## config.mk

```make
export PLATFORM = sky130hd
export DESIGN_NAME = ctx_tlb_sync_xlat_ctrl
export DESIGN_NICKNAME = d
export VERILOG_FILES = /design/src/logic/ctx_tlb_pkg.sv /design/src/logic/ctx_tlb_sync_xlat_ctrl.sv /design/src/logic/inval_tracker.sv /design/src/logic/walk_select.sv
export SDC_FILE = /design/constraint.sdc
export NUM_CORES = 1
export LEC_CHECK = 0
export BUFFER_PORTS_ARGS = -buffer_cell sky130_fd_sc_hd__buf_2
export CAP_MARGIN = 20
export CORE_ASPECT_RATIO = 0.6
export CORE_UTILIZATION = 50
export DETAILED_ROUTE_END_ITERATION = 10
export PLACE_DENSITY = 0.75
export RECOVER_POWER = 100
export SYNTH_ARGS = -nofsm -noshare
export SYNTH_HDL_FRONTEND = slang
export SYNTH_HIERARCHICAL = 1
export SYNTH_SLANG_ARGS = --single-unit
```

## constraint.sdc

```tcl
create_clock -name hclk -period 2.8 [get_ports hclk]
set_input_delay 0.56 -clock hclk [delete_from_list [all_inputs] [get_ports hclk]]
set_output_delay 0.56 -clock hclk [all_outputs]
set_load 0.1 [all_outputs]
```

## src/logic/ctx_tlb_pkg.sv

```systemverilog
// ctx_tlb_pkg: register offsets, field positions and reset values of one
// context bank's sync and translation control slice.
// assumes: a 32-bit AHB-Lite register bus with word-aligned registers.
package ctx_tlb_pkg;
   // -----------------------------------------------------------------
   // register byte offsets
   // -----------------------------------------------------------------
   localparam logic [7:0] OFS_SYNC_STATUS = 8'h00;
   localparam logic [7:0] OFS_SYNC_TRIGGER = 8'h04;
   localparam logic [7:0] OFS_XLAT_CTRL = 8'h08;
   localparam logic [7:0] OFS_BANK_CFG = 8'h0c;
   localparam logic [7:0] OFS_IRQ_STATUS = 8'h10;
   localparam logic [7:0] OFS_IRQ_MASK = 8'h14;
   localparam int ADDR_BITS = 8;

   // -----------------------------------------------------------------
   // translation control field positions
   // -----------------------------------------------------------------
   localparam int BIT_EXT_ADDR_EN = 31;
   localparam int BIT_WALK1_NS = 30;
   localparam int BIT_WALK1_DIS_LONG = 23;
   localparam int BIT_ASID_SEL = 22;
   localparam int BIT_WALK0_NS = 14;
   localparam int BIT_WALK0_DIS_LONG = 7;
   localparam int BIT_WALK1_DIS_SHORT = 5;
   localparam int BIT_WALK0_DIS_SHORT = 4;
   localparam int SIZE0_MSB = 2;
   // bits that hold storage in the short layout; others read zero
   localparam logic [31:0] SHORT_KEEP_MASK = 32'hc000_4037;
   localparam logic [31:0] LONG_KEEP_MASK = 32'hffff_fff7;

   // -----------------------------------------------------------------
   // bank configuration bits, interrupt bits, reset values
   // -----------------------------------------------------------------
   localparam int CFG_WIDE = 0;
   localparam int CFG_HYP = 1;
   localparam int CFG_STAGE2 = 2;
   localparam int CFG_SECURE = 3;
   localparam int IRQ_SYNC_DONE = 0;
   localparam int IRQ_WALK_FAULT = 1;
   localparam int IRQ_BITS = 2;
   localparam logic [31:0] STATUS_RESET = 32'h0000_0000;
   localparam logic [31:0] XLAT_RESET = 32'h0000_0000;
   localparam logic [3:0] CFG_RESET = 4'h0;
   localparam int INVAL_CNT_W = 4;
endpackage : ctx_tlb_pkg

```

## src/logic/ctx_tlb_sync_xlat_ctrl.sv

```systemverilog
// ctx_tlb_sync_xlat_ctrl: one context bank's TLB sync trigger and status,
// its translation control register and the miss-time walk decision, as an
// AHB-Lite slave with a sticky interrupt status and mask.
// assumes: single clock; the TLB raises invalidate accept/done pulses and
// presents one miss at a time with its region already chosen.
//
// Summary of operation
// - sync status is 32-bit, read-only, resets zero.
// - active bit reads 0 once prior invalidates finish.
// - active bit reads 1 while prior invalidates pending.
// - writing sync trigger starts a synchronisation.
// - sync waits for invalidates accepted before it.
// - trigger register write-only, reads zero.
// - translation control is 32-bit read-write, reset undefined.
// - layout chosen by wide mode and extended enable.
// - extended enable forced by stage2, wide, hypervisor.
// - bit 31 selects short or long descriptors.
// - bits 30/14 non-secure walk attributes, secure only.
// - short bit 5 disables base 1 walks.
// - short bit 4 disables base 0 walks.
// - bits 2:0 hold region 0 size offset.
// - control settings pick table base on miss.
// - long-layout disable bits fault without walking.
// - long-layout bit 22 selects asid source.
//
// Design decisions made here: the register offsets and the AHB-Lite slave port.
`timescale 1ns/1ns
module ctx_tlb_sync_xlat_ctrl #(
   parameter int CNT_W = ctx_tlb_pkg::INVAL_CNT_W
) (
   // clock, reset, enable
   input wire logic hclk,
   input wire logic hresetn,
   input wire logic ce,
   // ahb-lite slave
   input wire logic hsel,
   input wire logic [31:0] haddr,
   input wire logic [1:0] htrans,
   input wire logic hwrite,
   input wire logic [2:0] hsize,
   input wire logic [31:0] hwdata,
   input wire logic hready,
   output logic [31:0] hrdata,
   output logic hreadyout,
   output logic hresp,
   // invalidate traffic from the tlb
   input wire logic inval_accept,
   input wire logic inval_done,
   output logic inval_room,
   // tlb miss decision
   input wire logic miss_valid,
   input wire logic miss_use_base1,
   output logic walk_start,
   output logic walk_fault,
   output logic walk_nonsecure,
   output logic asid_from_base1,
   output logic [2:0] region0_size_offset,
   output logic ext_addr_eff,
   // interrupt
   output logic irq
);
   initial begin
      if (CNT_W < 1 || CNT_W > 16) $error("ctx_tlb_sync_xlat_ctrl: CNT_W out of range");
   end

   // -----------------------------------------------------------------
   // bus address phase capture
   // -----------------------------------------------------------------
   logic wr_pend_reg, wr_pend_next;
   logic [ctx_tlb_pkg::ADDR_BITS-1:0] wr_addr_reg, wr_addr_next;
   logic [31:0] rdata_reg, rdata_next;
   logic take;
   logic [ctx_tlb_pkg::ADDR_BITS-1:0] a_ofs;

   // only nonseq/seq transfers to this slave while the bus is ready
   assign take = hsel & htrans[1] & hready;
   assign a_ofs = haddr[ctx_tlb_pkg::ADDR_BITS-1:0];

   // -----------------------------------------------------------------
   // register state
   // -----------------------------------------------------------------
   logic [31:0] xlat_reg, xlat_next;
   logic [3:0] cfg_reg, cfg_next;
   logic [ctx_tlb_pkg::IRQ_BITS-1:0] ists_reg, ists_next;
   logic [ctx_tlb_pkg::IRQ_BITS-1:0] imask_reg, imask_next;
   logic walk_start_reg, walk_start_next;
   logic walk_fault_reg, walk_fault_next;
   logic walk_ns_reg, walk_ns_next;
   logic asid1_reg, asid1_next;
   logic sync_start, sync_active, sync_done;
   logic dec_fault, dec_ns, dec_asid1;
   logic wr_now;
   logic [31:0] keep_mask;
   logic [ctx_tlb_pkg::IRQ_BITS-1:0] ev;

   assign wr_now = wr_pend_reg;

   // effective extended enable from stored bit and bank attributes
   assign ext_addr_eff = xlat_reg[ctx_tlb_pkg::BIT_EXT_ADDR_EN]
      | cfg_reg[ctx_tlb_pkg::CFG_STAGE2] | cfg_reg[ctx_tlb_pkg::CFG_WIDE]
      | cfg_reg[ctx_tlb_pkg::CFG_HYP];

   // layout in force decides which bits hold storage
   assign keep_mask = (ext_addr_eff || cfg_reg[ctx_tlb_pkg::CFG_WIDE])
      ? ctx_tlb_pkg::LONG_KEEP_MASK : ctx_tlb_pkg::SHORT_KEEP_MASK;

   // a write to the trigger in its data phase starts a sync
   assign sync_start = wr_now && wr_addr_reg == ctx_tlb_pkg::OFS_SYNC_TRIGGER;

   // -----------------------------------------------------------------
   // sub-blocks
   // -----------------------------------------------------------------
   inval_tracker #(.CNT_W(CNT_W)) u_track (
      .hclk(hclk),
      .hresetn(hresetn),
      .ce(ce),
      .inval_accept(inval_accept),
      .inval_done(inval_done),
      .sync_start(sync_start),
      .sync_active(sync_active),
      .sync_done(sync_done),
      .inval_room(inval_room)
   );

   walk_select u_walk (
      .xlat_ctrl(xlat_reg),
      .ext_addr_eff(ext_addr_eff),
      .secure_bank(cfg_reg[ctx_tlb_pkg::CFG_SECURE]),
      .use_base1(miss_use_base1),
      .walk_fault(dec_fault),
      .walk_nonsecure(dec_ns),
      .asid_from_base1(dec_asid1)
   );

   // -----------------------------------------------------------------
   // bus and register next state
   // -----------------------------------------------------------------
   // writes are committed in the data phase when hwdata is valid;
   // a read is answered from a word captured at the address phase,
   // so a read right after a write sees the old value for one access
   always_comb begin
      wr_pend_next = take & hwrite;
      wr_addr_next = take ? a_ofs : wr_addr_reg;
      rdata_next = rdata_reg;
      xlat_next = xlat_reg;
      cfg_next = cfg_reg;
      imask_next = imask_reg;
      ev = '0;
      ev[ctx_tlb_pkg::IRQ_SYNC_DONE] = sync_done;
      ev[ctx_tlb_pkg::IRQ_WALK_FAULT] = miss_valid & dec_fault;
      ists_next = ists_reg;
      if (wr_now) begin
         unique case (wr_addr_reg)
            ctx_tlb_pkg::OFS_XLAT_CTRL: xlat_next = hwdata & keep_mask;
            ctx_tlb_pkg::OFS_BANK_CFG: cfg_next = hwdata[3:0];
            ctx_tlb_pkg::OFS_IRQ_STATUS: ists_next = ists_reg & ~hwdata[ctx_tlb_pkg::IRQ_BITS-1:0];
            ctx_tlb_pkg::OFS_IRQ_MASK: imask_next = hwdata[ctx_tlb_pkg::IRQ_BITS-1:0];
            default: ; // status and trigger ignore data; unmapped ignored
         endcase
      end
      // a new event wins over a clear in the same cycle
      ists_next = ists_next | ev;
      if (take && !hwrite) begin
         unique case (a_ofs)
            ctx_tlb_pkg::OFS_SYNC_STATUS: rdata_next = ctx_tlb_pkg::STATUS_RESET | {31'h0, sync_active};
            ctx_tlb_pkg::OFS_XLAT_CTRL: rdata_next = xlat_reg & keep_mask;
            ctx_tlb_pkg::OFS_BANK_CFG: rdata_next = {28'h0, cfg_reg};
            ctx_tlb_pkg::OFS_IRQ_STATUS: rdata_next = {30'h0, ists_reg};
            ctx_tlb_pkg::OFS_IRQ_MASK: rdata_next = {30'h0, imask_reg};
            default: rdata_next = 32'h0000_0000; // trigger and unmapped read zero
         endcase
      end
   end

   // -----------------------------------------------------------------
   // walk decision registers
   // -----------------------------------------------------------------
   // each miss yields one registered pulse of start or fault
   always_comb begin
      walk_start_next = miss_valid & ~dec_fault;
      walk_fault_next = miss_valid & dec_fault;
      walk_ns_next = miss_valid ? dec_ns : walk_ns_reg;
      asid1_next = miss_valid ? dec_asid1 : asid1_reg;
   end

   always_ff @(posedge hclk or negedge hresetn) begin
      if (!hresetn) begin
         wr_pend_reg <= 1'b0;
         wr_addr_reg <= '0;
         rdata_reg <= 32'h0000_0000;
         xlat_reg <= ctx_tlb_pkg::XLAT_RESET; // value not promised to software
         cfg_reg <= ctx_tlb_pkg::CFG_RESET;
         ists_reg <= '0;
         imask_reg <= '0;
         walk_start_reg <= 1'b0;
         walk_fault_reg <= 1'b0;
         walk_ns_reg <= 1'b0;
         asid1_reg <= 1'b0;
      end else if (ce) begin
         wr_pend_reg <= wr_pend_next;
         wr_addr_reg <= wr_addr_next;
         rdata_reg <= rdata_next;
         xlat_reg <= xlat_next;
         cfg_reg <= cfg_next;
         ists_reg <= ists_next;
         imask_reg <= imask_next;
         walk_start_reg <= walk_start_next;
         walk_fault_reg <= walk_fault_next;
         walk_ns_reg <= walk_ns_next;
         asid1_reg <= asid1_next;
      end
   end

   // -----------------------------------------------------------------
   // outputs
   // -----------------------------------------------------------------
   // zero wait states; every access is answered okay
   assign hreadyout = 1'b1;
   assign hresp = 1'b0;
   assign hrdata = rdata_reg;
   assign walk_start = walk_start_reg;
   assign walk_fault = walk_fault_reg;
   assign walk_nonsecure = walk_ns_reg;
   assign asid_from_base1 = asid1_reg;
   assign region0_size_offset = xlat_reg[ctx_tlb_pkg::SIZE0_MSB:0];
   assign irq = |(ists_reg & imask_reg);
endmodule : ctx_tlb_sync_xlat_ctrl

```

## src/logic/inval_tracker.sv

```systemverilog
// inval_tracker: counts invalidates accepted before a sync and reports the
// sync active until that snapshot of outstanding work has drained.
// assumes: invalidate accept and done pulses are synchronous to hclk.
`timescale 1ns/1ns
module inval_tracker #(
   parameter int CNT_W = ctx_tlb_pkg::INVAL_CNT_W
) (
   // clock and reset
   input wire logic hclk,
   input wire logic hresetn,
   input wire logic ce,
   // invalidate traffic
   input wire logic inval_accept,
   input wire logic inval_done,
   input wire logic sync_start,
   // result
   output logic sync_active,
   output logic sync_done,
   output logic inval_room
);
   initial begin
      if (CNT_W < 1 || CNT_W > 16) $error("inval_tracker: CNT_W out of range");
   end

   logic [CNT_W-1:0] outst_reg, outst_next;
   logic [CNT_W-1:0] owed_reg, owed_next;
   logic active_reg, active_next;
   logic done_reg, done_next;

   // outstanding count and the share of it owed to the current sync
   always_comb begin
      outst_next = outst_reg;
      owed_next = owed_reg;
      active_next = active_reg;
      done_next = 1'b0;
      if (inval_accept && !inval_done) outst_next = outst_reg + CNT_W'(1);
      if (inval_done && !inval_accept && outst_reg != '0) outst_next = outst_reg - CNT_W'(1);
      if (inval_done && owed_reg != '0) owed_next = owed_reg - CNT_W'(1);
      if (sync_start) begin
         // an accept in this same cycle follows the sync, not precedes it
         owed_next = (inval_done && outst_reg != '0) ? outst_reg - CNT_W'(1) : outst_reg;
         active_next = 1'b1;
      end else if (active_reg && owed_next == '0) begin
         active_next = 1'b0;
         done_next = 1'b1;
      end
   end

   always_ff @(posedge hclk or negedge hresetn) begin
      if (!hresetn) begin
         outst_reg <= '0;
         owed_reg <= '0;
         active_reg <= 1'b0;
         done_reg <= 1'b0;
      end else if (ce) begin
         outst_reg <= outst_next;
         owed_reg <= owed_next;
         active_reg <= active_next;
         done_reg <= done_next;
      end
   end

   assign sync_active = active_reg;
   assign sync_done = done_reg;
   assign inval_room = (outst_reg != {CNT_W{1'b1}}); // back-pressure when counter full
endmodule : inval_tracker

```

## src/logic/walk_select.sv

```systemverilog
// walk_select: decodes the effective translation control for a TLB miss:
// which table base supplies the asid, whether the walk is disabled, walk attributes.
// assumes: control word and bank config are stable registered values.
`timescale 1ns/1ns
module walk_select (
   // configuration
   input wire logic [31:0] xlat_ctrl,
   input wire logic ext_addr_eff,
   input wire logic secure_bank,
   // miss request
   input wire logic use_base1,
   // decision
   output logic walk_fault,
   output logic walk_nonsecure,
   output logic asid_from_base1
);
   logic dis_short, dis_long, ns_raw;

   // pick the per-base disable bit for the active layout
   always_comb begin
      dis_short = use_base1 ? xlat_ctrl[ctx_tlb_pkg::BIT_WALK1_DIS_SHORT]
                            : xlat_ctrl[ctx_tlb_pkg::BIT_WALK0_DIS_SHORT];
      dis_long = use_base1 ? xlat_ctrl[ctx_tlb_pkg::BIT_WALK1_DIS_LONG]
                           : xlat_ctrl[ctx_tlb_pkg::BIT_WALK0_DIS_LONG];
      ns_raw = use_base1 ? xlat_ctrl[ctx_tlb_pkg::BIT_WALK1_NS] : xlat_ctrl[ctx_tlb_pkg::BIT_WALK0_NS];
      walk_fault = ext_addr_eff ? dis_long : dis_short;
      walk_nonsecure = secure_bank & ns_raw;
      // short layout has no asid select; base 0 supplies it
      asid_from_base1 = ext_addr_eff & xlat_ctrl[ctx_tlb_pkg::BIT_ASID_SEL];
   end
endmodule : walk_select
```

Yosys cells after proc, flatten, opt, wreduce, memory -nomap -nowiden
Cells that the tools add are included.
{ "classes": {"n_reduce_logical": 27, "order_cmp": 0, "n_eq_ne": 10, "n_bitwise": 17, "div_mod_pow": 0, "shifts": 0, "muxes": 17, "n_mul": 0, "add_sub_neg": 3} }
{ "ops": {"columns": ["op", "count"], "rows": [
  ["32-bit case mux with 5 select lines", 1],
  ["32-bit AND", 2],
  ["8-bit by 4-bit == test with 1-bit output, second input constant", 4],
  ["8-bit by 5-bit == test with 1-bit output, second input constant", 4],
  ["30-bit 2-to-1 mux", 1],
  ["4-bit 2-to-1 mux", 5],
  ["2-bit AND reduction", 5],
  ["3-bit AND reduction", 3],
  ["8-bit by 3-bit == test with 1-bit output, second input constant", 1],
  ["1-bit logical AND", 8],
  ["8-bit logical NOT", 1],
  ["1-bit 2-to-1 mux", 8],
  ["4-bit nonzero test", 2],
  ["4-bit by 1-bit subtractor with 4-bit output, second input constant", 2],
  ["1-bit AND", 7],
  ["4-bit by 1-bit adder with 4-bit output, second input constant", 1],
  ["2-bit AND", 2],
  ["4-bit logical NOT", 1],
  ["2-bit 2-to-1 mux", 2],
  ["4-bit != test, second input constant", 1],
  ["2-bit nonzero test", 2],
  ["1-bit logical NOT", 3],
  ["1-bit bitwise OR", 3],
  ["2-bit inverter", 1],
  ["4 further kinds", 4]
]} }
{ "word_totals": {"romBits": 0, "in_bits": 79, "latchBits": 0, "elab_cells": 89, "out_inout_bits": 44, "mem_count": 0, "ff_bits": 95, "mem_bits_rw": 0} }

Logic depth before layout (Yosys ltp)
Gate-level depths: netlist (run 1).
{ "logic_depth": {"word_depth": 7, "ltp_mapped": 7, "depth_no_buf": 7} }

Modules after synthesis
The synthesis (run 1) kept the hierarchy.
{ "modules_own_cells": {"columns": ["mod", "seq_area_each_um2", "cells_per_inst", "n_inst", "area_each_um2"], "rows": [
  ["ctx_tlb_sync_xlat_ctrl", 2102.0, 290, 1, 3439.5],
  ["inval_tracker", 250.2, 81, 1, 774.5],
  ["walk_select", 0.0, 4, 1, 45.0]
]} }

Least setup slack after synthesis (run 1)
Ideal clock, no wire load.
{ "synth_path": {"path_kind": "register to register", "startpoint": "register xlat_reg[31]", "endpoint": "register ists_reg[1] in the netlist's numbering", "stages_incl_launch_ff": 7, "arrival_time_ps": 2433, "setup_ps": 119, "path_buffers": 2, "synth_period_minus_slack_ps": 2552, "slack_ps": 248, "required_time_ps": 2681, "cell_sequence": "dfrtp_1 > or4_1 > clkbuf_1 > clkbuf_1 > mux4_2 > nand3_1 > a21bo_2"} }
{ "synth_between": {"elab_chain_len": 6} }
{ "synth_lines": {"columns": ["item", "line", "text"], "rows": [
  ["from (decl)", "ctx_tlb_sync_xlat_ctrl.sv:82", "logic [31:0] xlat_reg, xlat_next;"],
  ["from (signal assigned)", "ctx_tlb_sync_xlat_ctrl.sv:191", "xlat_reg <= ctx_tlb_pkg::XLAT_RESET;"],
  ["from (signal assigned)", "ctx_tlb_sync_xlat_ctrl.sv:203", "xlat_reg <= xlat_next;"],
  ["1-bit bitwise OR (2 in a row)", "ctx_tlb_sync_xlat_ctrl.sv:100", "| cfg_reg[ctx_tlb_pkg::CFG_STAGE2] | cfg_reg[ctx_tlb_pkg::CFG_WIDE]"],
  ["1-bit bitwise OR", "ctx_tlb_sync_xlat_ctrl.sv:101", "| cfg_reg[ctx_tlb_pkg::CFG_HYP];"],
  ["net ext_addr_eff", "ctx_tlb_sync_xlat_ctrl.sv:58", "output logic ext_addr_eff,"],
  ["1-bit 2-to-1 mux", "walk_select.sv:26", "walk_fault = ext_addr_eff ? dis_long : dis_short;"],
  ["net dec_fault", "ctx_tlb_sync_xlat_ctrl.sv:91", "logic dec_fault, dec_ns, dec_asid1;"],
  ["1-bit AND", "ctx_tlb_sync_xlat_ctrl.sv:150", "ev[ctx_tlb_pkg::IRQ_WALK_FAULT] = miss_valid & dec_fault;"],
  ["2-bit bitwise OR", "ctx_tlb_sync_xlat_ctrl.sv:162", "ists_next = ists_next | ev;"],
  ["to (signal assigned)", "ctx_tlb_sync_xlat_ctrl.sv:205", "ists_reg <= ists_next;"],
  ["to (decl)", "ctx_tlb_sync_xlat_ctrl.sv:84", "logic [ctx_tlb_pkg::IRQ_BITS-1:0] ists_reg, ists_next;"]
]} }
The timed path passes the listed nets, and every way through them passes these cells.
A chain may end at the register's enable or synchronous reset.

Worst setup path after layout (run 1)
{ "layout_path": {"startpoint": "register cfg_reg[0]", "endpoint": "output ext_addr_eff"} }
{ "layout_between": {"elab_chain_len": 2} }
{ "layout_lines": {"columns": ["item", "line", "text"], "rows": [
  ["from (decl)", "ctx_tlb_sync_xlat_ctrl.sv:83", "logic [3:0] cfg_reg, cfg_next;"],
  ["from (signal assigned)", "ctx_tlb_sync_xlat_ctrl.sv:192", "cfg_reg <= ctx_tlb_pkg::CFG_RESET;"],
  ["from (signal assigned)", "ctx_tlb_sync_xlat_ctrl.sv:204", "cfg_reg <= cfg_next;"],
  ["1-bit bitwise OR", "ctx_tlb_sync_xlat_ctrl.sv:100", null],
  ["1-bit bitwise OR", "ctx_tlb_sync_xlat_ctrl.sv:101", null],
  ["to (decl)", "ctx_tlb_sync_xlat_ctrl.sv:58", null]
]} }
No other way between the ends.

==> impl_metrics.py, run 1 <==
metrics = {
    "run_status": {
        "status": "completed",
    },
    "drt": {
        "detail_route.wl_per_cell_um": 16.7,
        "vias": 3153,
        "firstDrtPassIters": 4,
        "vias_per_cell": 5.47,
        "route.final.wire_length_um": 9630,
        "drt.antenna.violating_nets": 0,
        "number_of_drc_violations_after_detailed_routing_iteration_0": 224,
        "detail_route.drc_violations": 0,
    },
    "floorplan": {
        "floorplan.die.height_um": 73.5,
        "num_rows": 25,
        "num_io_pins": 123,
        "die-area_sq_um": 8900,
        "die_w_um": 121,
        "core_area_sq_um": 8070,
        "floorplan.initialDensity_pct": 52.8,
    },
    "placement": {
        "place_hpwl_um": 6710,
        "dpl_cell_area_sq_um": 4820,
        "placed_cells_incl_taps": 559,
        "place.port_buffers": 92,
        "routabilityCongestion": 0.829,
    },
    "global_route": {
        "initial_antenna_violation_count": 1,
        "grt-ovfl-total": 0,
        "global_router_s_overall_resource_usage_pct": 23.8,
        "first_global_vias": 3056,
        "global_route_wire_length_before_repair_um": 15700,
        "grt_max_degree": 55,
    },
    "timing": {
        "tightestPinTransition_ns": 1.22,
        "report.final.slew_viol_count": 0,
        "final.min_clock_period_ns": 2.58,
        "rsz0062_at_grt": "false",
        "hold_violations": 0,
        "max_clock_freq_mhz": 388,
        "share_of_the_clock_period_used_by_the_worst_path_pct": 92.1,
        "skew_ns": 0.00711,
        "timing.setup.tns_ns": 0,
        "worst_hold_slack_ns": 0.442,
        "timing.final.setup_violations": 0,
        "timing.slew.headroom_pct": 18.8,
    },
    "final_layout": {
        "fillerInstances": 704,
        "area_growth_syn_to_layout_pct": 17.0,
        "layout.cells.non_filler": 576,
        "post_route_cells_drive_above_1_share_pct": 21.8,
        "design.final.nets": 544,
        "post_layout_inst_area_sq_um": 4980,
        "number_of_flip_flops_under_the_largest_register_name": 32,
    },
    "hold_path": {
        "hold_class": "in2reg",
        "hold_path.startpoint": "hwdata[14]",
        "hold_path_endpoint": "xlat_reg[14]$_DFFE_PN0P_",
        "whs_path_depth": 2,
    },
    "power_and_ir_drop": {
        "total_power_w": 0.00362,
        "worst_ir_drop_vdd_mv": 0.360,
        "p_leak_nw": 2.31,
        "p_per_area_nw_per_um2": 726,
    },
    "logic_synthesis": {
        "synthDistinctLibCells": 61,
        "mappedNetlistNets": 457,
        "syn-instance-count": 375,
        "synthesis.area_per_instance_sq_um": 11.4,
        "post_synthesis_async_set_or_reset_flop_share_pct": 100,
        "synth_edf_count": 0,
        "synthFlopType": "dfrtp_1",
        "synth_warnings": 6,
        "synthesis.area_sq_um": 4260,
        "synth_sequential_area_ratio_pct": 55.2,
        "ys_seq_elements": 94,
    },
    "cts": {
        "clkTransAtPathRegs_ns": 0.06,
        "cts_tree": "done",
        "cts-htree-levels": 3,
        "clock_sinks": 94,
        "root_buffer": "clkbuf_16",
        "maximum_clock_path_buffer_count": 2,
        "tritoncts.num_buffers": 9,
        "cts_setup_buffers": 0,
        "cts_repair_resize_count": 0,
        "clock_latency_ns": 0.34,
        "cts_hold_buffers": 0,
    },
    "job": {
        "maxCapViolations": 0,
    },
    "worst_setup_path": {
        "worst_setup_path_startpoint": "cfg_reg[0]$_DFFE_PN0P_",
        "r2r.worst_path.cells": 8,
        "critical_path_required_ns": 2.24,
        "cp.arrival_ns": 2.02,
        "startpoint_type": "flop",
        "rrSetupSlack_ns": 0.34,
        "critical_path_peak_fanout": 11,
        "path_class": "reg2out",
        "r2r-end": "u_track/sync_active$_DFFE_PN0P_",
        "crit_path_end_kind": "output port",
        "rr_startpoint": "wr_addr_reg[5]$_DFFE_PN0P_",
    },
}
## Yosys cell counts, drive strengths merged (2+ instances only)
cell type | instances | area (sq um)
a22o | 30 | 263
buf | 11 | 80.1
clkbuf | 14 | 53.8
nor4 | 2 | 18.8
and2 | 2 | 12.5
xnor2 | 3 | 26.3
and4b | 2 | 21.3
mux2i | 6 | 60.1
ha | 3 | 37.5
nor3 | 3 | 20.0
dfrtp | 94 | 2350
or4 | 3 | 26.3
conb | 2 | 7.51
and3b | 2 | 17.5
nand3b | 4 | 30.0
a221oi | 2 | 23.8
a21oi | 7 | 35.0
nand4 | 2 | 12.5
nor2b | 8 | 50.1
inv | 12 | 45.0
or3b | 2 | 22.5
o22ai | 2 | 12.5
a21boi | 2 | 15.0
or2 | 2 | 12.5
nor2 | 4 | 15.0
o21bai | 2 | 15.0
mux2 | 28 | 334
nand2b | 3 | 18.8
o21ai | 31 | 155
nand2 | 62 | 233
nand3 | 5 | 25.0
## report_power, final
group | switching, W | internal, W
Clock | 0.000488 | 0.000808
Combinational | 0.000400 | 0.000311
Sequential | 0.000137 | 0.00147
Total | 0.00102 | 0.00259
## cell families after synthesis
logic type,synth area share (%)
flip-flops,55.2
XOR/XNOR,0.617
AO/OA/AOI/OAI,15.2
adder cells (fa/ha/maj),0.881
buffers and inverters,4.20
multiplexers,9.78
AND/OR/NAND/NOR,13.9
other,0.176
## cell type report
class	instances	area, sq um	share of cell area [%]
diodes	1	2.50	0.0502
clock buffers	13	250	5.02
clock inverters	3	67.6	1.36
inverters	12	45.0	0.904
multi-input cells	244	1680	33.7
flip-flops and latches	94	2350	47.2
well taps	108	135	2.71
repair buffers	101	450	9.04
## critical path, cell delays in order (launching register included)
cell and delay, ns:
dfrtp_1 0.42, or4_1 0.79, clkbuf_2 0.47
## per-stage QoR
stage	setup WS (ns)	util (%)
detailed placement	0.514	59.7
CTS	0.269	63.6
finish	0.220	61.8
floorplan	0.248	-
global route	0.144	61.7
global placement	0.533	59.7
## worst max-delay path by stage
stage                                          endpoint
final                                      ext_addr_eff
after floorplan                 ists_reg[1]$_DFFE_PN0P_
after global routing                       ext_addr_eff
after detailed placement  u_track/sync_done$_DFFE_PN0P_
after global placement           hrdata[17]$_DFFE_PN0P_
after CTS                                  ext_addr_eff
## cell usage in the layout, fill, tap and decap left out, types with 3 or more instances in the layout
master     count
xnor2_1        3
mux2_1         4
nand2b_1       3
nor3_1         3
mux2_2        23
nand3b_1       4
nor2b_1        8
nor2_1         4
dfrtp_1       94
clkbuf_2       6
inv_1         12
nand3_1        5
ha_1           3
a21oi_1        7
o21ai_0       31
a22o_1        30
clkbuf_1      49
clkbuf_16      9
buf_2         48
mux2i_1        6
nand2_1       62
## layer usage
| metal | global-route usage [%] | part of all wire (%) |
|---|---|---|
| met1 | 34.7 | 49 |
| met2 | 34.2 | 44 |
| met3 | 7.30 | 6.0 |
| met4 | 6.86 | 1.1 |
| met5 | 0 | 0 |
Note: power is estimated with default switching activity, not from simulation.
==> inputs of run 2 (changes only) <==
--- a/config.mk
+++ b/config.mk
@@ -9,10 +9,13 @@
 export CAP_MARGIN = 20
 export CORE_ASPECT_RATIO = 0.6
 export CORE_UTILIZATION = 50
+export CTS_CLUSTER_SIZE = 40
 export DETAILED_ROUTE_END_ITERATION = 10
 export PLACE_DENSITY = 0.75
 export RECOVER_POWER = 100
+export SETUP_SLACK_MARGIN = 0.3
 export SYNTH_ARGS = -nofsm -noshare
 export SYNTH_HDL_FRONTEND = slang
 export SYNTH_HIERARCHICAL = 1
 export SYNTH_SLANG_ARGS = --single-unit
+export TNS_END_PERCENT = 100
==> run 2 against run 1 <==
Global-route usage rose by 0.15 points; worst setup slack improved by 0.037 ns; hold slack got worse by 0.015 ns; core utilization rose by 0.53 points; final area rose by 0.85%; critical path depth did not move; clock power rose by 6%; cell count fell by 0.52%; via count rose by 1.8%; fmax rose by 1.5%; combinational power barely moved; largest power group unchanged.
==> impl_metrics.py, run 2 (synthesis results as in run 1) <==
metrics = {
    "power_and_ir_drop": {
        "total_power_w": 0.00370,
        "p_leak_nw": 2.33,
        "p_per_area_nw_per_um2": 737,
        "worst_ir_drop_vdd_mv": 0.326,
    },
    "floorplan": {
        "num_rows": 25,
        "floorplan.initialDensity_pct": 52.8,
        "die-area_sq_um": 8900,
        "floorplan.die.height_um": 73.5,
        "num_io_pins": 123,
        "core_area_sq_um": 8070,
        "die_w_um": 121,
    },
    "cts": {
        "clock_sinks": 94,
        "clock_latency_ns": 0.34,
        "clkTransAtPathRegs_ns": 0.06,
        "cts-htree-levels": 3,
        "root_buffer": "clkbuf_16",
        "tritoncts.num_buffers": 9,
        "cts_hold_buffers": 0,
        "cts_tree": "done",
        "maximum_clock_path_buffer_count": 2,
    },
    "drt": {
        "detail_route.drc_violations": 0,
        "wl_on_met1_um": 4710,
        "detail_route.wl_per_cell_um": 17.1,
        "firstDrtPassIters": 5,
        "route.final.wire_length_um": 9780,
        "wire_length_on_met2_um": 4210,
        "number_of_drc_violations_after_detailed_routing_iteration_0": 290,
        "routed-wl-met3_um": 626,
        "drt.antenna.violating_nets": 0,
        "vias": 3209,
        "vias_per_cell": 5.60,
        "highest-signal-layer": "met4",
    },
    "placement": {
        "placed_cells_incl_taps": 557,
        "place_hpwl_um": 6600,
        "routabilityCongestion": 0.819,
        "dpl_cell_area_sq_um": 4800,
        "place.port_buffers": 92,
        "placement.setup.worst_slack_ns": 0.418,
    },
    "final_layout": {
        "layout.cells.non_filler": 573,
        "design.final.nets": 542,
        "multiInputGateArea_sq_um": 1680,
        "post_layout_inst_area_sq_um": 5030,
        "number_of_flip_flops_under_the_largest_register_name": 32,
        "antenna_cells": 0,
        "area_growth_syn_to_layout_pct": 18.0,
        "post_route_cells_drive_above_1_share_pct": 22.4,
        "fillerInstances": 674,
        "mostFrequentLayoutCell": "dfrtp_1",
        "sequential_cell_area_sq_um": 2350,
        "layout.cells.most_common_list": "dfrtp_1 (94), nand2_1 (62), buf_2 (49), clkbuf_1 (44), o21ai_0 (31)",
    },
    "run_status": {
        "status": "completed",
    },
    "timing": {
        "timing.slew.headroom_pct": 17.8,
        "timing.setup.tns_ns": 0,
        "max_clock_freq_mhz": 393,
        "final.min_clock_period_ns": 2.54,
        "worst_slack_ns": 0.258,
        "hold_violations": 0,
        "share_of_the_clock_period_used_by_the_worst_path_pct": 90.8,
        "skew_ns": 0.00585,
        "report.final.slew_viol_count": 0,
        "timing.final.setup_violations": 0,
        "rsz0062_at_grt": "false",
        "tightestPinTransition_ns": 1.24,
    },
    "worst_setup_path": {
        "rrSetupSlack_ns": 0.34,
        "critical_path.cell_chain": "or4_1 > buf_2",
        "critPathMaxStageDelay_ns": 0.82,
        "critical_path_required_ns": 2.24,
        "worst_setup_path_startpoint": "cfg_reg[0]$_DFFE_PN0P_",
        "startpoint_type": "flop",
        "cp.arrival_ns": 1.98,
        "r2r-end": "u_track/sync_done$_DFFE_PN0P_",
        "path_class": "reg2out",
        "r2r.worst_path.cells": 8,
        "critPathSlowestCell": "or4_1",
        "critical_path_peak_fanout": 13,
        "crit_path_end_kind": "output port",
        "rr_startpoint": "wr_addr_reg[5]$_DFFE_PN0P_",
    },
    "job": {
        "maxCapViolations": 0,
    },
    "global_route": {
        "first_global_vias": 3176,
        "global_router_s_overall_resource_usage_pct": 23.9,
        "global_route_wire_length_before_repair_um": 15900,
        "grt_max_degree": 55,
        "initial_antenna_violation_count": 0,
        "grt-ovfl-total": 0,
    },
    "hold_path": {
        "hold_class": "in2async",
    },
}
[run 2: cell count changes in the layout (fill, tap and decap cells not counted), moves of 2 or more]
cell / previous run / this run
buf_12: 0 / 2
clkbuf_1: 49 / 44
clkbuf_2: 6 / 3
clkbuf_8: 1 / 3
[run 2: per-stage QoR]
step | hold WS, ns | util [%]
2_1_floorplan | 0.264 | -
3_3_place_gp | 0.457 | 59.5
3_5_place_dp | 0.452 | 59.5
4_1_cts | 0.233 | 63.8
5_1_grt | 0.434 | 62.3
6_report | 0.427 | 62.3
[run 2: layout make-up]
cell class                 count  share of cell area, %
clock buffer                  12                   5.30
inverter                      12                  0.896
sequential                    94                   46.8
multi-input combinational    244                   33.4
clock inverter                 4                   1.52
tap                          108                   2.69
timing repair buffer          99                   9.41
[run 2: repair_timing]
| action | CTS | global route |
|---|---|---|
| resized for setup | 1 | 1 |
| setup endpoints to repair | 1 | 2 |
| buffers inserted | 0 | 0 |
| gates cloned | 0 | 0 |
[run 2: worst max-delay path: cells and delay by family, from the launching register on]
family | cells | cell delay (ns)
and+or+nand+nor | 1 | 0.82
buffers and inverters | 1 | 0.42
DFF | 1 | 0.40
[run 2: report_power, final]
group	switching, W	total, W	internal, W
combinational	0.000401	0.000713	0.000312
clock	0.000516	0.00138	0.000859
sequential	0.000142	0.00161	0.00147
total	0.00106	0.00370	0.00264
[run 2: metal layers]
metal,GRT usage [%],vias to the layer above
li1,-,1502
met1,33.5,1573
met2,35.0,109
met3,7.07,25
met4,9.74,0
met5,0,-
[run 2: how the worst max path moves through the flow]
stage                                    end
3_3_place_gp          hrdata[22]$_DFFE_PN0P_
4_1_cts        u_track/sync_done$_DFFE_PN0P_
5_1_grt        u_track/sync_done$_DFFE_PN0P_
2_1_floorplan        ists_reg[1]$_DFFE_PN0P_
3_5_place_dp          hrdata[16]$_DFFE_PN0P_
6_report                        ext_addr_eff
==> inputs of run 3 (changes only) <==
--- a/config.mk
+++ b/config.mk
@@ -5,6 +5,7 @@
 export SDC_FILE = /design/constraint.sdc
 export NUM_CORES = 1
 export LEC_CHECK = 0
+export ABC_AREA = 1
 export BUFFER_PORTS_ARGS = -buffer_cell sky130_fd_sc_hd__buf_2
 export CAP_MARGIN = 20
 export CORE_ASPECT_RATIO = 0.6
@@ -13,6 +14,7 @@
 export DETAILED_ROUTE_END_ITERATION = 10
 export PLACE_DENSITY = 0.75
 export RECOVER_POWER = 100
+export REMOVE_ABC_BUFFERS = 1
 export SETUP_SLACK_MARGIN = 0.3
 export SYNTH_ARGS = -nofsm -noshare
 export SYNTH_HDL_FRONTEND = slang
==> run 3 against run 2 <==
Worst setup slack improved by 0.17 ns; sequential power decreased by 4%; sequential share of layout area decreased by 0.55 points; fmax increased by 7.0%; area after synthesis increased by 2.6%; clock power decreased by 12%; cell count increased by 28%; largest power group unchanged.
==> impl_metrics.py, run 3 <==
metrics = {
    "run_status": {
        "status": "completed",
    },
    "power_and_ir_drop": {
        "pwr-share-clk_pct": 35.5,
        "switching_power_w": 0.00106,
        "p_per_area_nw_per_um2": 675,
        "p_leak_nw": 2.64,
        "combPwrFrac_pct": 19.6,
        "internal_power_w": 0.00237,
        "seq_power_share_pct": 44.8,
        "worst_ir_drop_vdd_mv": 0.334,
        "power.switching_fraction_pct": 30.9,
    },
    "worst_setup_path": {
        "rrSetupSlack_ns": 0.77,
        "startpoint_type": "flop",
        "cp.arrival_ns": 1.82,
        "crit_path_end_kind": "output port",
        "r2r-end": "u_track/outst_reg[1]$_DFFE_PN0P_",
        "setup.worst_path.end": "irq",
        "path_class": "reg2out",
        "critPathSlowestCell": "clkbuf_1",
        "critical_path.cell_chain": "a22o_1 > clkbuf_1",
        "r2r.worst_path.cells": 8,
        "critical_path_peak_fanout": 3,
        "critical_path_required_ns": 2.24,
        "worst_setup_path_startpoint": "ists_reg[1]$_DFFE_PN0P_",
        "critPathMaxStageDelay_ns": 0.86,
        "rr_startpoint": "u_track/outst_reg[0]$_DFFE_PN0P_",
    },
    "logic_synthesis": {
        "synth_edf_count": 0,
        "ys_seq_elements": 94,
        "synthDistinctLibCells": 35,
        "post_synthesis_async_set_or_reset_flop_share_pct": 100,
        "synth_commonest_cells": "nand2_1 (214), dfrtp_1 (94), inv_1 (43)",
        "synthFlopType": "dfrtp_1",
        "synthesis.area_per_instance_sq_um": 8.21,
        "syn-instance-count": 532,
        "library_cell_with_the_highest_instance_count_after_synthesis": "nand2_1",
        "largest_cells_by_area_after_synthesis": "dfrtp_1 (54%), nand2_1 (18%), o21ai_0 (4.4%), nand3_1 (3.8%), inv_1 (3.7%)",
        "synth_sequential_area_ratio_pct": 53.8,
        "synthDominantCellAreaShare_pct": 53.8,
        "synth_warnings": 6,
        "synth_top_area_cell": "dfrtp_1",
        "synthesis.area_sq_um": 4370,
    },
    "global_route": {
        "grt_busiest_layer": "met2",
        "grt_max_degree": 58,
        "grt.met3_usage_pct": 6.67,
        "grt_use_met1_pct": 35.3,
        "gr_util_met2_pct": 36.5,
        "global_route_wire_length_before_repair_um": 16700,
        "first_global_vias": 3402,
        "initial_antenna_violation_count": 0,
        "global_router_s_overall_resource_usage_pct": 24.5,
        "grt-ovfl-total": 0,
    },
    "final_layout": {
        "area_growth_syn_to_layout_pct": 16.4,
        "layout.cells.most_common_list": "nand2_1 (216), dfrtp_1 (94), buf_2 (48), inv_1 (44), clkbuf_1 (44)",
        "fillerInstances": 744,
        "number_of_flip_flops_under_the_largest_register_name": 32,
        "antenna_cells": 0,
        "design.final.nets": 704,
        "final_core_utilization_pct": 62.3,
        "post_route_cells_drive_above_1_share_pct": 12.9,
        "mostFrequentLayoutCell": "nand2_1",
        "post_layout_inst_area_sq_um": 5090,
        "layout.cells.non_filler": 734,
    },
    "cts": {
        "cts_setup_buffers": 0,
        "clock_sinks": 94,
        "clkTransAtPathRegs_ns": 0.06,
        "cts-htree-levels": 3,
        "root_buffer": "clkbuf_16",
        "maximum_clock_path_buffer_count": 2,
        "cts_tree": "done",
        "tritoncts.num_buffers": 9,
        "cts_hold_buffers": 0,
        "clock_latency_ns": 0.34,
        "cts_repair_resize_count": 0,
    },
    "timing": {
        "final.min_clock_period_ns": 2.38,
        "timing.final.setup_violations": 0,
        "timing.setup.tns_ns": 0,
        "share_of_the_clock_period_used_by_the_worst_path_pct": 84.9,
        "skew_ns": 0.00489,
        "hold_violations": 0,
        "tightestPinTransition_ns": 1.38,
        "worst_hold_slack_ns": 0.442,
        "max_clock_freq_mhz": 421,
        "timing.slew.headroom_pct": 8.07,
        "rsz0062_at_grt": "false",
        "report.final.slew_viol_count": 0,
    },
    "drt": {
        "detail_route.drc_violations": 0,
        "number_of_drc_violations_after_detailed_routing_iteration_0": 290,
        "vias": 3696,
        "drt.antenna.violating_nets": 0,
        "firstDrtPassIters": 5,
        "vias_per_cell": 5.04,
        "detail_route.wl_per_cell_um": 14.2,
        "route.final.wire_length_um": 10500,
    },
    "floorplan": {
        "die_w_um": 123,
        "die-area_sq_um": 9130,
        "core_area_sq_um": 8160,
        "num_io_pins": 123,
        "floorplan.initialDensity_pct": 53.5,
        "num_rows": 25,
        "floorplan.die.height_um": 74.4,
    },
    "placement": {
        "routabilityCongestion": 0.894,
        "dpl_cell_area_sq_um": 4900,
        "place_hpwl_um": 7630,
        "placed_cells_incl_taps": 719,
        "place.port_buffers": 92,
    },
    "hold_path": {
        "hold_class": "in2reg",
    },
    "job": {
        "maxCapViolations": 0,
    },
}
-- run 3: through the flow --
stage               power [W]  worst slack (ns)
finish                0.00343             0.423
global route          0.00361             0.284
CTS                   0.00347             0.513
detailed placement    0.00225             0.665
global placement      0.00222             0.723
floorplan             0.00204             0.447
-- run 3: worst min path at each step --
stage | start | endpoint | slack [ns] | cells after the start
global placement | xlat_reg[25]$_DFFE_PN0P_ | hrdata[25]$_DFFE_PN0P_ | 0.45 | 2
detailed placement | xlat_reg[6]$_DFFE_PN0P_ | hrdata[6]$_DFFE_PN0P_ | 0.45 | 2
floorplan | hresetn | asid_from_base1$_DFFE_PN0P_ | 0.26 | 0
CTS | hresetn | u_track/outst_reg[0]$_DFFE_PN0P_ | 0.30 | 1
finish | haddr[0] | wr_addr_reg[0]$_DFFE_PN0P_ | 0.44 | 3
global route | haddr[0] | wr_addr_reg[0]$_DFFE_PN0P_ | 0.46 | 3
-- run 3: logic make-up (layout without fill, tap and decap cells) --
kind of cell | after synthesis | after routing | share of synthesized area, %
compound gates | 64 | 64 | 8.68
xor+xnor | 6 | 6 | 1.20
fa+ha+maj | 3 | 3 | 0.859
buf+inv | 68 | 162 | 6.82
flops | 94 | 94 | 53.8
mux | 2 | 2 | 0.515
other cells | 2 | 2 | 0.172
simple gates | 293 | 293 | 27.9
-- run 3: routing by layer --
layer / vias up / routed length, um
met2: 127 / 4600
met3: 8 / 729
li1: 1851 / -
met1: 1710 / 5050
met5: - / 0
met4: 0 / 80
-- run 3: power by group through the flow --
stage | Clock [W] | Sequential (W) | Combinational, W
floorplan | 0 | 0.00159 | 0.000451
global placement | 0 | 0.00156 | 0.000661
detailed placement | 0 | 0.00156 | 0.000688
CTS | 0.00124 | 0.00154 | 0.000692
global route | 0.00130 | 0.00155 | 0.000759
finish | 0.00122 | 0.00154 | 0.000674
-- run 3: cell type report --
type	count	area [sq um]	share of cell area, %
clock buffer	10	239	4.70
clock inverter	5	57.6	1.13
inverter	49	184	3.62
multi-input combinational	370	1680	32.9
sequential	94	2350	46.2
tap	108	135	2.66
timing repair buffer	98	443	8.71
-- run 3: critical path, delay by kind of cell, from the launching register on --
family	cells	cell delay, ns
compound gates	1	0.19
buf+inv	1	0.86
flops	1	0.43
